==> config.mk <==
export PLATFORM = sky130hd
export DESIGN_NAME = asc_control
export DESIGN_NICKNAME = d
export VERILOG_FILES = /design/src/common/asc_pkg.sv /design/src/hdl/asc_control.sv
export SDC_FILE = /design/constraint.sdc
export NUM_CORES = 1
export LEC_CHECK = 0
export ABC_AREA = 1
export CORE_MARGIN = 2
export CORE_UTILIZATION = 55
export CTS_CLUSTER_DIAMETER = 100
export DETAILED_ROUTE_END_ITERATION = 10
export DONT_BUFFER_PORTS = 1
export GPL_ROUTABILITY_DRIVEN = 0
export PLACE_DENSITY = 0.75
export SLEW_MARGIN = 5
export SYNTH_ARGS = -nofsm -noshare
export SYNTH_HDL_FRONTEND = slang
export SYNTH_SLANG_ARGS = --single-unit
==> constraint.sdc <==
create_clock -name clk_sys -period 3.6 [get_ports clk_sys]
set_input_delay 0 -clock clk_sys [delete_from_list [all_inputs] [get_ports clk_sys]]
set_output_delay 0 -clock clk_sys [all_outputs]
set_load 0.02 [all_outputs]
==> src/common/asc_pkg.sv <==
package asc_pkg;

    // ------------------------------------------------------------
    // Register offsets
    // ------------------------------------------------------------
    localparam logic [7:0] OFS_FILL_COUNT  = 8'h01;
    localparam logic [7:0] OFS_SCAN_STATE  = 8'h04;
    localparam logic [7:0] OFS_OSC_SELECT  = 8'h18;
    localparam logic [7:0] OFS_CYCLE_COUNT = 8'h19;
    localparam logic [7:0] OFS_SCAN_LAUNCH = 8'h1E;
    localparam logic [7:0] OFS_SCAN_CANCEL = 8'h1F;
    localparam logic [7:0] OFS_CHAN_SELECT = 8'h20;
    localparam logic [7:0] OFS_PIN_ARRANGE = 8'h24;

    // ------------------------------------------------------------
    // Reset values, field positions, figures
    // ------------------------------------------------------------
    localparam logic [1:0] RST_PIN_ARRANGE = 2'h0;
    localparam logic [1:0] RST_CHAN_SELECT = 2'h3;
    localparam logic       RST_OSC_SELECT  = 1'h0;
    localparam logic [7:0] RST_CYCLE_COUNT = 8'h00;
    localparam logic [1:0] RST_STATE_CODE  = 2'h0;
    localparam logic [4:0] RST_FILL_COUNT  = 5'h00;
    localparam int         STATE_CODE_LSB  = 1;
    localparam logic [7:0] MIN_FAST_CYCLE  = 8'h15;
    localparam logic [7:0] MIN_LP_CYCLE    = 8'h12;
    localparam logic [4:0] MAX_FILL_COUNT  = 5'h10;
    localparam logic [7:0] GCALL_RESET     = 8'h06;
    localparam logic [6:0] GCALL_ADDR      = 7'h00;

    // Scan state codes
    localparam logic [1:0] CODE_OFF        = 2'h0;
    localparam logic [1:0] CODE_ON         = 2'h1;
    localparam logic [1:0] CODE_ON_ERR     = 2'h3;

    typedef enum logic [1:0] {
        ASC_TWO_SE      = 2'h0,
        ASC_ONE_SE_RGS  = 2'h1,
        ASC_PSEUDO_DIFF = 2'h2
    } asc_arr_t;

    typedef struct packed {
        asc_arr_t   arrangement;
        logic       scan_include_second;
        logic       scan_include_first;
        logic       oscillator_choice;
        logic [7:0] cycle_clock_total;
    } asc_cfg_t;

    typedef enum logic [5:0] {
        ST_IDLE  = 6'h01,
        ST_ADDR  = 6'h02,
        ST_REG   = 6'h04,
        ST_WDATA = 6'h08,
        ST_RDATA = 6'h10,
        ST_GCALL = 6'h20
    } asc_state_t;

endpackage

==> src/hdl/asc_control.sv <==
`timescale 1ns/1ps
// Functional notes
// Arrangement 00/11 two SE, 01 RGS, 10 pseudo-diff
// Arrangement bits 7:2 read zero, reset zero
// Channel select resets with both bits set
// Bit1 includes second, bit0 first input
// Launch write raises busy, starts first conversion
// Cancel write stops conversion, busy low
// Host reads fill status after cancelling
// Scan state cleared on resets and launch
// State code 00 off, 01 on, 11 error
// Scan state bit0 and bits 7:3 zero
// Oscillator bit 0 fast, 1 low-power
// Cycle count register sets oscillator clocks
// Fast oscillator minimum cycle is 21 clocks
// Low-power oscillator minimum cycle is 18 clocks
// Scanning only with mode select 100b-111b
// Fill count cleared on resets and launch
// Launch, cancel pulses; cancel wins ties
// Busy holds until scan done or cancel
module asc_control #(
    parameter logic [6:0] DEV_ADDR = 7'h18
) (
    // Clock and reset
    input  wire logic             clk_sys,
    input  wire logic             srst,
    // Serial control bus
    input  wire logic             scl_i,
    input  wire logic             sda_i,
    output logic                  sda_o,
    output logic                  sda_oe,
    // Converter side
    input  wire logic [2:0]       operating_mode_select,
    input  wire logic             scan_done,
    input  wire logic             scan_error,
    input  wire logic             entry_stored,
    output logic                  conv_busy,
    output logic                  conv_start,
    output asc_pkg::asc_cfg_t     cfg
);

    // ------------------------------------------------------------
    // Bus sampling
    // ------------------------------------------------------------
    logic [1:0] scl_s_q;
    logic [1:0] sda_s_q;
    logic       scl_p_q;
    logic       sda_p_q;

    always_ff @(posedge clk_sys)
    begin
        scl_s_q <= {scl_s_q[0], scl_i};
        sda_s_q <= {sda_s_q[0], sda_i};
        scl_p_q <= scl_s_q[1];
        sda_p_q <= sda_s_q[1];
    end

    wire scl_rise = scl_s_q[1] & ~scl_p_q;
    wire scl_fall = ~scl_s_q[1] & scl_p_q;
    wire bus_start = scl_s_q[1] & scl_p_q & ~sda_s_q[1] & sda_p_q;
    wire bus_stop  = scl_s_q[1] & scl_p_q & sda_s_q[1] & ~sda_p_q;

    // ------------------------------------------------------------
    // Bus slave
    // ------------------------------------------------------------
    asc_pkg::asc_state_t st_q;
    asc_pkg::asc_state_t st_d;
    logic [3:0] bitn_q;
    logic [7:0] sh_q;
    logic [7:0] tx_q;
    logic [7:0] ptr_q;
    logic       ack_q;
    logic       gc_q;
    logic [7:0] rdata;

    // Byte done: falling edge after the eighth data bit
    wire byte_done = scl_fall & (bitn_q == 4'h8);
    wire addr_hit  = sh_q[7:1] == DEV_ADDR;
    wire gcall_hit = (sh_q[7:1] == asc_pkg::GCALL_ADDR) & ~sh_q[0];
    wire wr_pulse  = byte_done & (st_q == asc_pkg::ST_WDATA);
    wire rst_all   = srst | gc_q;

    always_comb
    begin
        st_d = st_q;
        if (byte_done)
        begin
            case (st_q)
                asc_pkg::ST_ADDR:
                    if (addr_hit)
                        st_d = sh_q[0] ? asc_pkg::ST_RDATA
                                       : asc_pkg::ST_REG;
                    else if (gcall_hit)
                        st_d = asc_pkg::ST_GCALL;
                    else
                        st_d = asc_pkg::ST_IDLE;
                asc_pkg::ST_REG:   st_d = asc_pkg::ST_WDATA;
                asc_pkg::ST_GCALL: st_d = asc_pkg::ST_IDLE;
                default:           st_d = st_q;
            endcase
        end
        // Master not acknowledging ends a read
        if (scl_rise & (bitn_q == 4'h9) & (st_q == asc_pkg::ST_RDATA)
            & sda_s_q[1])
            st_d = asc_pkg::ST_IDLE;
        if (bus_start)
            st_d = asc_pkg::ST_ADDR;
        if (bus_stop)
            st_d = asc_pkg::ST_IDLE;
    end

    always_ff @(posedge clk_sys)
    begin
        if (srst)
        begin
            st_q   <= asc_pkg::ST_IDLE;
            bitn_q <= 4'h0;
            sh_q   <= 8'h00;
            tx_q   <= 8'h00;
            ptr_q  <= 8'h00;
            ack_q  <= 1'b0;
            gc_q   <= 1'b0;
        end
        else
        begin
            st_q <= st_d;
            gc_q <= byte_done & (st_q == asc_pkg::ST_GCALL)
                    & (sh_q == asc_pkg::GCALL_RESET);
            if (bus_start | bus_stop)
            begin
                bitn_q <= 4'h0;
                ack_q  <= 1'b0;
            end
            else if (scl_rise)
            begin
                if (bitn_q < 4'h8)
                begin
                    sh_q   <= {sh_q[6:0], sda_s_q[1]};
                    bitn_q <= bitn_q + 4'h1;
                end
                else if (bitn_q == 4'h9)
                    bitn_q <= 4'hA;
            end
            else if (scl_fall)
            begin
                if (byte_done)
                begin
                    bitn_q <= 4'h9;
                    // General call reset byte is acknowledged as well
                    ack_q  <= ((st_q != asc_pkg::ST_RDATA)
                              & (st_d != asc_pkg::ST_IDLE))
                              | ((st_q == asc_pkg::ST_GCALL)
                              & (sh_q == asc_pkg::GCALL_RESET));
                    if (st_q == asc_pkg::ST_REG)
                        ptr_q <= sh_q;
                    if (wr_pulse)
                        ptr_q <= ptr_q + 8'h01;
                end
                else if (bitn_q == 4'hA)
                begin
                    bitn_q <= 4'h0;
                    ack_q  <= 1'b0;
                    if (st_q == asc_pkg::ST_RDATA)
                    begin
                        tx_q  <= rdata;
                        ptr_q <= ptr_q + 8'h01;
                    end
                end
                else if (bitn_q != 4'h0)
                    tx_q <= {tx_q[6:0], 1'b0};
            end
        end
    end

    // Open drain: only ever pull low
    assign sda_o  = 1'b0;
    assign sda_oe = ack_q | ((st_q == asc_pkg::ST_RDATA)
                    & (bitn_q <= 4'h8) & ~tx_q[7]);

    // ------------------------------------------------------------
    // Register file
    // ------------------------------------------------------------
    logic [1:0] arr_q;
    logic [1:0] chsel_q;
    logic       osc_q;
    logic [7:0] ncnt_q;
    logic [1:0] code_q;
    logic [4:0] fill_q;
    logic       busy_q;

    wire [7:0] wdata = sh_q;
    wire wr_arr    = wr_pulse & (ptr_q == asc_pkg::OFS_PIN_ARRANGE);
    wire wr_chsel  = wr_pulse & (ptr_q == asc_pkg::OFS_CHAN_SELECT);
    wire wr_osc    = wr_pulse & (ptr_q == asc_pkg::OFS_OSC_SELECT);
    wire wr_ncnt   = wr_pulse & (ptr_q == asc_pkg::OFS_CYCLE_COUNT);
    wire launch    = wr_pulse & (ptr_q == asc_pkg::OFS_SCAN_LAUNCH)
                     & wdata[0];
    wire cancel    = wr_pulse & (ptr_q == asc_pkg::OFS_SCAN_CANCEL)
                     & wdata[0];
    wire auto_mode = operating_mode_select[2];
    wire [1:0] code_d = ~(busy_q & auto_mode) ? asc_pkg::CODE_OFF
                      : scan_error ? asc_pkg::CODE_ON_ERR
                      : asc_pkg::CODE_ON;

    always_ff @(posedge clk_sys)
    begin
        if (rst_all)
        begin
            arr_q   <= asc_pkg::RST_PIN_ARRANGE;
            chsel_q <= asc_pkg::RST_CHAN_SELECT;
            osc_q   <= asc_pkg::RST_OSC_SELECT;
            ncnt_q  <= asc_pkg::RST_CYCLE_COUNT;
            code_q  <= asc_pkg::RST_STATE_CODE;
            fill_q  <= asc_pkg::RST_FILL_COUNT;
            busy_q  <= 1'b0;
        end
        else
        begin
            if (wr_arr)
                arr_q <= wdata[1:0];
            if (wr_chsel)
                chsel_q <= wdata[1:0];
            if (wr_osc)
                osc_q <= wdata[0];
            if (wr_ncnt)
                ncnt_q <= wdata;
            code_q <= launch ? asc_pkg::RST_STATE_CODE : code_d;
            if (launch)
                fill_q <= asc_pkg::RST_FILL_COUNT;
            else if (entry_stored & (fill_q < asc_pkg::MAX_FILL_COUNT))
                fill_q <= fill_q + 5'h01;
            // Cancel is checked first so a tie leaves the scan idle
            // A fresh launch outranks the end of the previous scan
            if (cancel)
                busy_q <= 1'b0;
            else if (launch)
                busy_q <= 1'b1;
            else if (scan_done)
                busy_q <= 1'b0;
        end
    end

    // Launch and cancel bits are write-only and read as zero
    always_comb
    begin
        case (ptr_q)
            asc_pkg::OFS_FILL_COUNT:  rdata = {3'h0, fill_q};
            asc_pkg::OFS_SCAN_STATE:  rdata = {5'h00, code_q, 1'b0};
            asc_pkg::OFS_OSC_SELECT:  rdata = {7'h00, osc_q};
            asc_pkg::OFS_CYCLE_COUNT: rdata = ncnt_q;
            asc_pkg::OFS_CHAN_SELECT: rdata = {6'h00, chsel_q};
            asc_pkg::OFS_PIN_ARRANGE: rdata = {6'h00, arr_q};
            default:                  rdata = 8'h00;
        endcase
    end

    // ------------------------------------------------------------
    // Configuration outputs
    // ------------------------------------------------------------
    wire [7:0] cyc_min = osc_q ? asc_pkg::MIN_LP_CYCLE
                               : asc_pkg::MIN_FAST_CYCLE;

    assign cfg.arrangement = (arr_q == 2'h3) ? asc_pkg::ASC_TWO_SE
                           : asc_pkg::asc_arr_t'(arr_q);
    assign cfg.scan_include_second = chsel_q[1] & auto_mode;
    assign cfg.scan_include_first  = chsel_q[0] | ~auto_mode;
    assign cfg.oscillator_choice   = osc_q;
    assign cfg.cycle_clock_total   = (ncnt_q <= cyc_min) ? cyc_min
                                   : ncnt_q;
    assign conv_busy  = busy_q;
    assign conv_start = launch & ~cancel;

    // ------------------------------------------------------------
    // Checks
    // ------------------------------------------------------------
    launch_busy_a: assert property (
        @(posedge clk_sys) disable iff (rst_all)
        launch & ~cancel |=> conv_busy)
        else $error("busy did not rise after launch");
    cancel_wins_a: assert property (
        @(posedge clk_sys) disable iff (rst_all)
        cancel |=> ~conv_busy)
        else $error("busy high after cancel");
    tie_start_a: assert property (
        @(posedge clk_sys) disable iff (rst_all)
        cancel |-> ~conv_start)
        else $error("start issued with cancel");
    busy_hold_a: assert property (
        @(posedge clk_sys) disable iff (rst_all)
        conv_busy & ~cancel & ~scan_done |=> conv_busy)
        else $error("busy fell without cause");
    state_clear_a: assert property (
        @(posedge clk_sys) disable iff (srst)
        launch | gc_q |=> code_q == asc_pkg::RST_STATE_CODE)
        else $error("scan state not cleared");
    state_code_a: assert property (
        @(posedge clk_sys) disable iff (rst_all)
        ##1 code_q != 2'h2 && (ptr_q != asc_pkg::OFS_SCAN_STATE
        || (rdata[0] == 1'b0 && rdata[7:3] == 5'h00)))
        else $error("bad scan state value");
    fast_cycle_a: assert property (
        @(posedge clk_sys) disable iff (srst)
        ~osc_q |-> cfg.cycle_clock_total ==
        ((ncnt_q > asc_pkg::MIN_FAST_CYCLE) ? ncnt_q
        : asc_pkg::MIN_FAST_CYCLE))
        else $error("fast cycle length wrong");
    lp_cycle_a: assert property (
        @(posedge clk_sys) disable iff (srst)
        osc_q |-> cfg.cycle_clock_total ==
        ((ncnt_q > asc_pkg::MIN_LP_CYCLE) ? ncnt_q
        : asc_pkg::MIN_LP_CYCLE))
        else $error("low-power cycle length wrong");
    chan_reset_a: assert property (
        @(posedge clk_sys)
        srst |=> chsel_q == asc_pkg::RST_CHAN_SELECT
        && arr_q == asc_pkg::RST_PIN_ARRANGE)
        else $error("select reset wrong");
    fill_clear_a: assert property (
        @(posedge clk_sys) disable iff (srst)
        launch |=> fill_q == asc_pkg::RST_FILL_COUNT)
        else $error("fill count not cleared");
    arr_decode_a: assert property (
        @(posedge clk_sys)
        arr_q == 2'h3 |-> cfg.arrangement == asc_pkg::ASC_TWO_SE)
        else $error("arrangement 11 decode wrong");

    launch_c: cover property (@(posedge clk_sys) launch ##[1:1000] scan_done);
    cancel_c: cover property (@(posedge clk_sys) conv_busy ##1 cancel);
    error_c:  cover property (@(posedge clk_sys)
        code_q == asc_pkg::CODE_ON_ERR);
    gcall_c:  cover property (@(posedge clk_sys) gc_q);

endmodule
==> qor.yml <==
ctsResizeCount: 0
cts_buffers: 9
status: "finished clean"
drive_gt1_share_pct: 9.24
post-cts-setup-buffers: 0
cts_root_buffer: "clkbuf_8"
finalClockSkew_ps: 12.3
io_pins: 27
hold_viol_final: 0
grt_pass1_wl_um: 13000
final_cell_mix: "nand2_1 (72), inv_1 (65), dfxtp_1 (63)"
drtIter0Drc: 159
slew_headroom_pct: 42.1
endpoint_kind: "primary output"
synth_area_leaders: "dfxtp_1 (36%), nand2_1 (7.8%), inv_1 (7.0%)"
diodes: 0
power_leakage_nw: 1.63
dr.pass1.iters: 4
arrival_ps: 2630
fillers: 562
holdCritStartpoint: "srst"
fin_crit_ps: 2630
grt.overflow.total: 0
synthArstFlopShare_pct: 0
synth_edf_count: 0
rows: 28
htree_levels: 3
maxCapViolCount: 0
synth_cell_type_count: 44
die_area_um2: 6990
routed_wl_um: 7860
critPathLaunch: "osc_q"
worst_slack_ps: 967
synth-main-ff-cell: "dfxtp_1"
maxClockFrequency_mhz: 380
grt_pass1_vias: 2910
required_ps: 3600
p_total_mw: 1.59
ant_nets: 0
pre_cts_ws_ps: 1390
core_area_um2: 6030
numPortBuffers: 0
synth_top_area_share_pct: 36.2
ctsLongestPathBuffers: 2
clk-insertion-delay-late_ps: 350
finalMaxSlewViolations: 0
seq_area_frac_synth_pct: 36.2
placedCellCount: 549
r2r-start: "bitn_q[0]"
vias: 3163
cts_hold_buf: 8
placement.cell_area_um2: 3490
worst_slew_pin_slew_ps: 865
synth-seq-cells: 63
area_growth_pct: 9.41
cp-start-kind: "register"
initial_utilization_pct: 57.8
regArea_um2: 1260
ys.warnings.count: 0
rrSetupSlack_ps: 1390
cts.sinks: 63
synth_fp_nets: 515
synth_area_um2: 3480
setup_tns_ps: 0
grt_max_degree: 19
fin_util_pct: 63.2
cts_tree: "yes"
synth_top_cell_by_area: "dfxtp_1"
die_h_um: 83.6
path_class: "register to primary output"
antenna_found_initial: 0
power.density_nw_per_um2: 417
final_area_um2: 3810
netlist_instances: 490
finalNetCount: 518
critical_path.max_fanout: 5
setup_viol: 0
route.detailed.drc: 0
final_cells: 573
vias_per_cell: 5.52
fin_crit_sh_pct: 73.1
wl_per_cell_um: 13.7
ir_drop_mv: 0.369
grt_usage_pct: 23.0
clkTransAtPathRegs_ps: 70
multi_input_area_um2: 1850
rsz0062_at_grt: "false"
post-dp-hpwl_um: 5840
hold_class: "input port to register"
hold_slack_ps: 68.6
syn_area_per_cell_um2: 7.11
die_x_um: 83.6
final_common_cell: "nand2_1"
## critical path, cell delays in order (launching register included)
cell       delay, ps
dfxtp_1          550
inv_1            170
ha_1             340
inv_1             40
o21bai_1         150
a211oi_1         100
o2111ai_1        400
nand2_1          170
nor2_1           370
## layer usage
| metal | GRT usage, % | up-vias | routed length [um] |
|---|---|---|---|
| met4 | 8.06 | 0 | 143 |
| met1 | 28.0 | 1445 | 3650 |
| met2 | 39.1 | 72 | 3690 |
| met3 | 5.84 | 18 | 377 |
| li1 | - | 1628 | - |
| met5 | 0 | - | 0 |
## state kept, by name, indices dropped and copies added, names as in the netlist, 2 cells and up
name,count
fill_q,5
sh_q,8
bitn_q,4
st_q,6
scl_s_q,2
ptr_q,8
ncnt_q,8
sda_s_q,2
arr_q,2
chsel_q,2
tx_q,8
code_q,2
## layout make-up
type | count | area share (%)
Tap cell | 75 | 2.46
Clock inverter | 7 | 3.18
Sequential cell | 63 | 33.1
Clock buffer | 9 | 3.25
Multi-Input combinational cell | 337 | 48.6
Inverter | 74 | 7.29
Timing Repair Buffer | 8 | 2.10
## path summary, 6_finish.rpt
| check | end | cells after the start |
|---|---|---|
| setup / recovery | cfg[3] | 8 |
| hold / removal | st_q[0] | 2 |
| setup reg to reg | ptr_q[3] | 11 |
| hold reg to reg | sda_s_q[1] | 0 |
## cell families after synthesis
logic type                 count (synthesis)  share of synthesized area [%]
adders and majority gates                 15                           5.39
DFF                                       63                           36.2
other                                      1                          0.108
and+or+nand+nor                          202                           28.1
buffers and inverters                     90                           10.6
xor gates and xnor gates                   6                           1.51
AOI/OAI and AO/OA                        113                           18.1
## cell usage after synthesis (2+ instances only)
| library cell | count |
|---|---|
| nand2_1 | 72 |
| inv_1 | 65 |
| dfxtp_1 | 63 |
| nor2_1 | 48 |
| a21oi_1 | 47 |
| nand3_1 | 39 |
| o21ai_0 | 39 |
| ha_1 | 15 |
| clkbuf_1 | 10 |
| inv_2 | 9 |
| nor3_1 | 8 |
| nand4_1 | 7 |
| a31oi_1 | 6 |
| nand2_2 | 5 |
| xor2_1 | 5 |
| nor2_4 | 4 |
| o211ai_1 | 4 |
| o21ai_1 | 4 |
| buf_6 | 3 |
| nand3b_1 | 3 |
| nor2_2 | 3 |
| o22ai_1 | 3 |
| and3_1 | 2 |
| buf_4 | 2 |
| nor3_4 | 2 |
| nor3b_1 | 2 |
| nor4_1 | 2 |
| o21bai_1 | 2 |
## power by group
part | total, mW | internal (mW) | switching, mW
clock | 0.756 | 0.462 | 0.294
sequential | 0.731 | 0.714 | 0.0174
combinational | 0.101 | 0.0336 | 0.0675
(Power assumes the default switching activity.)
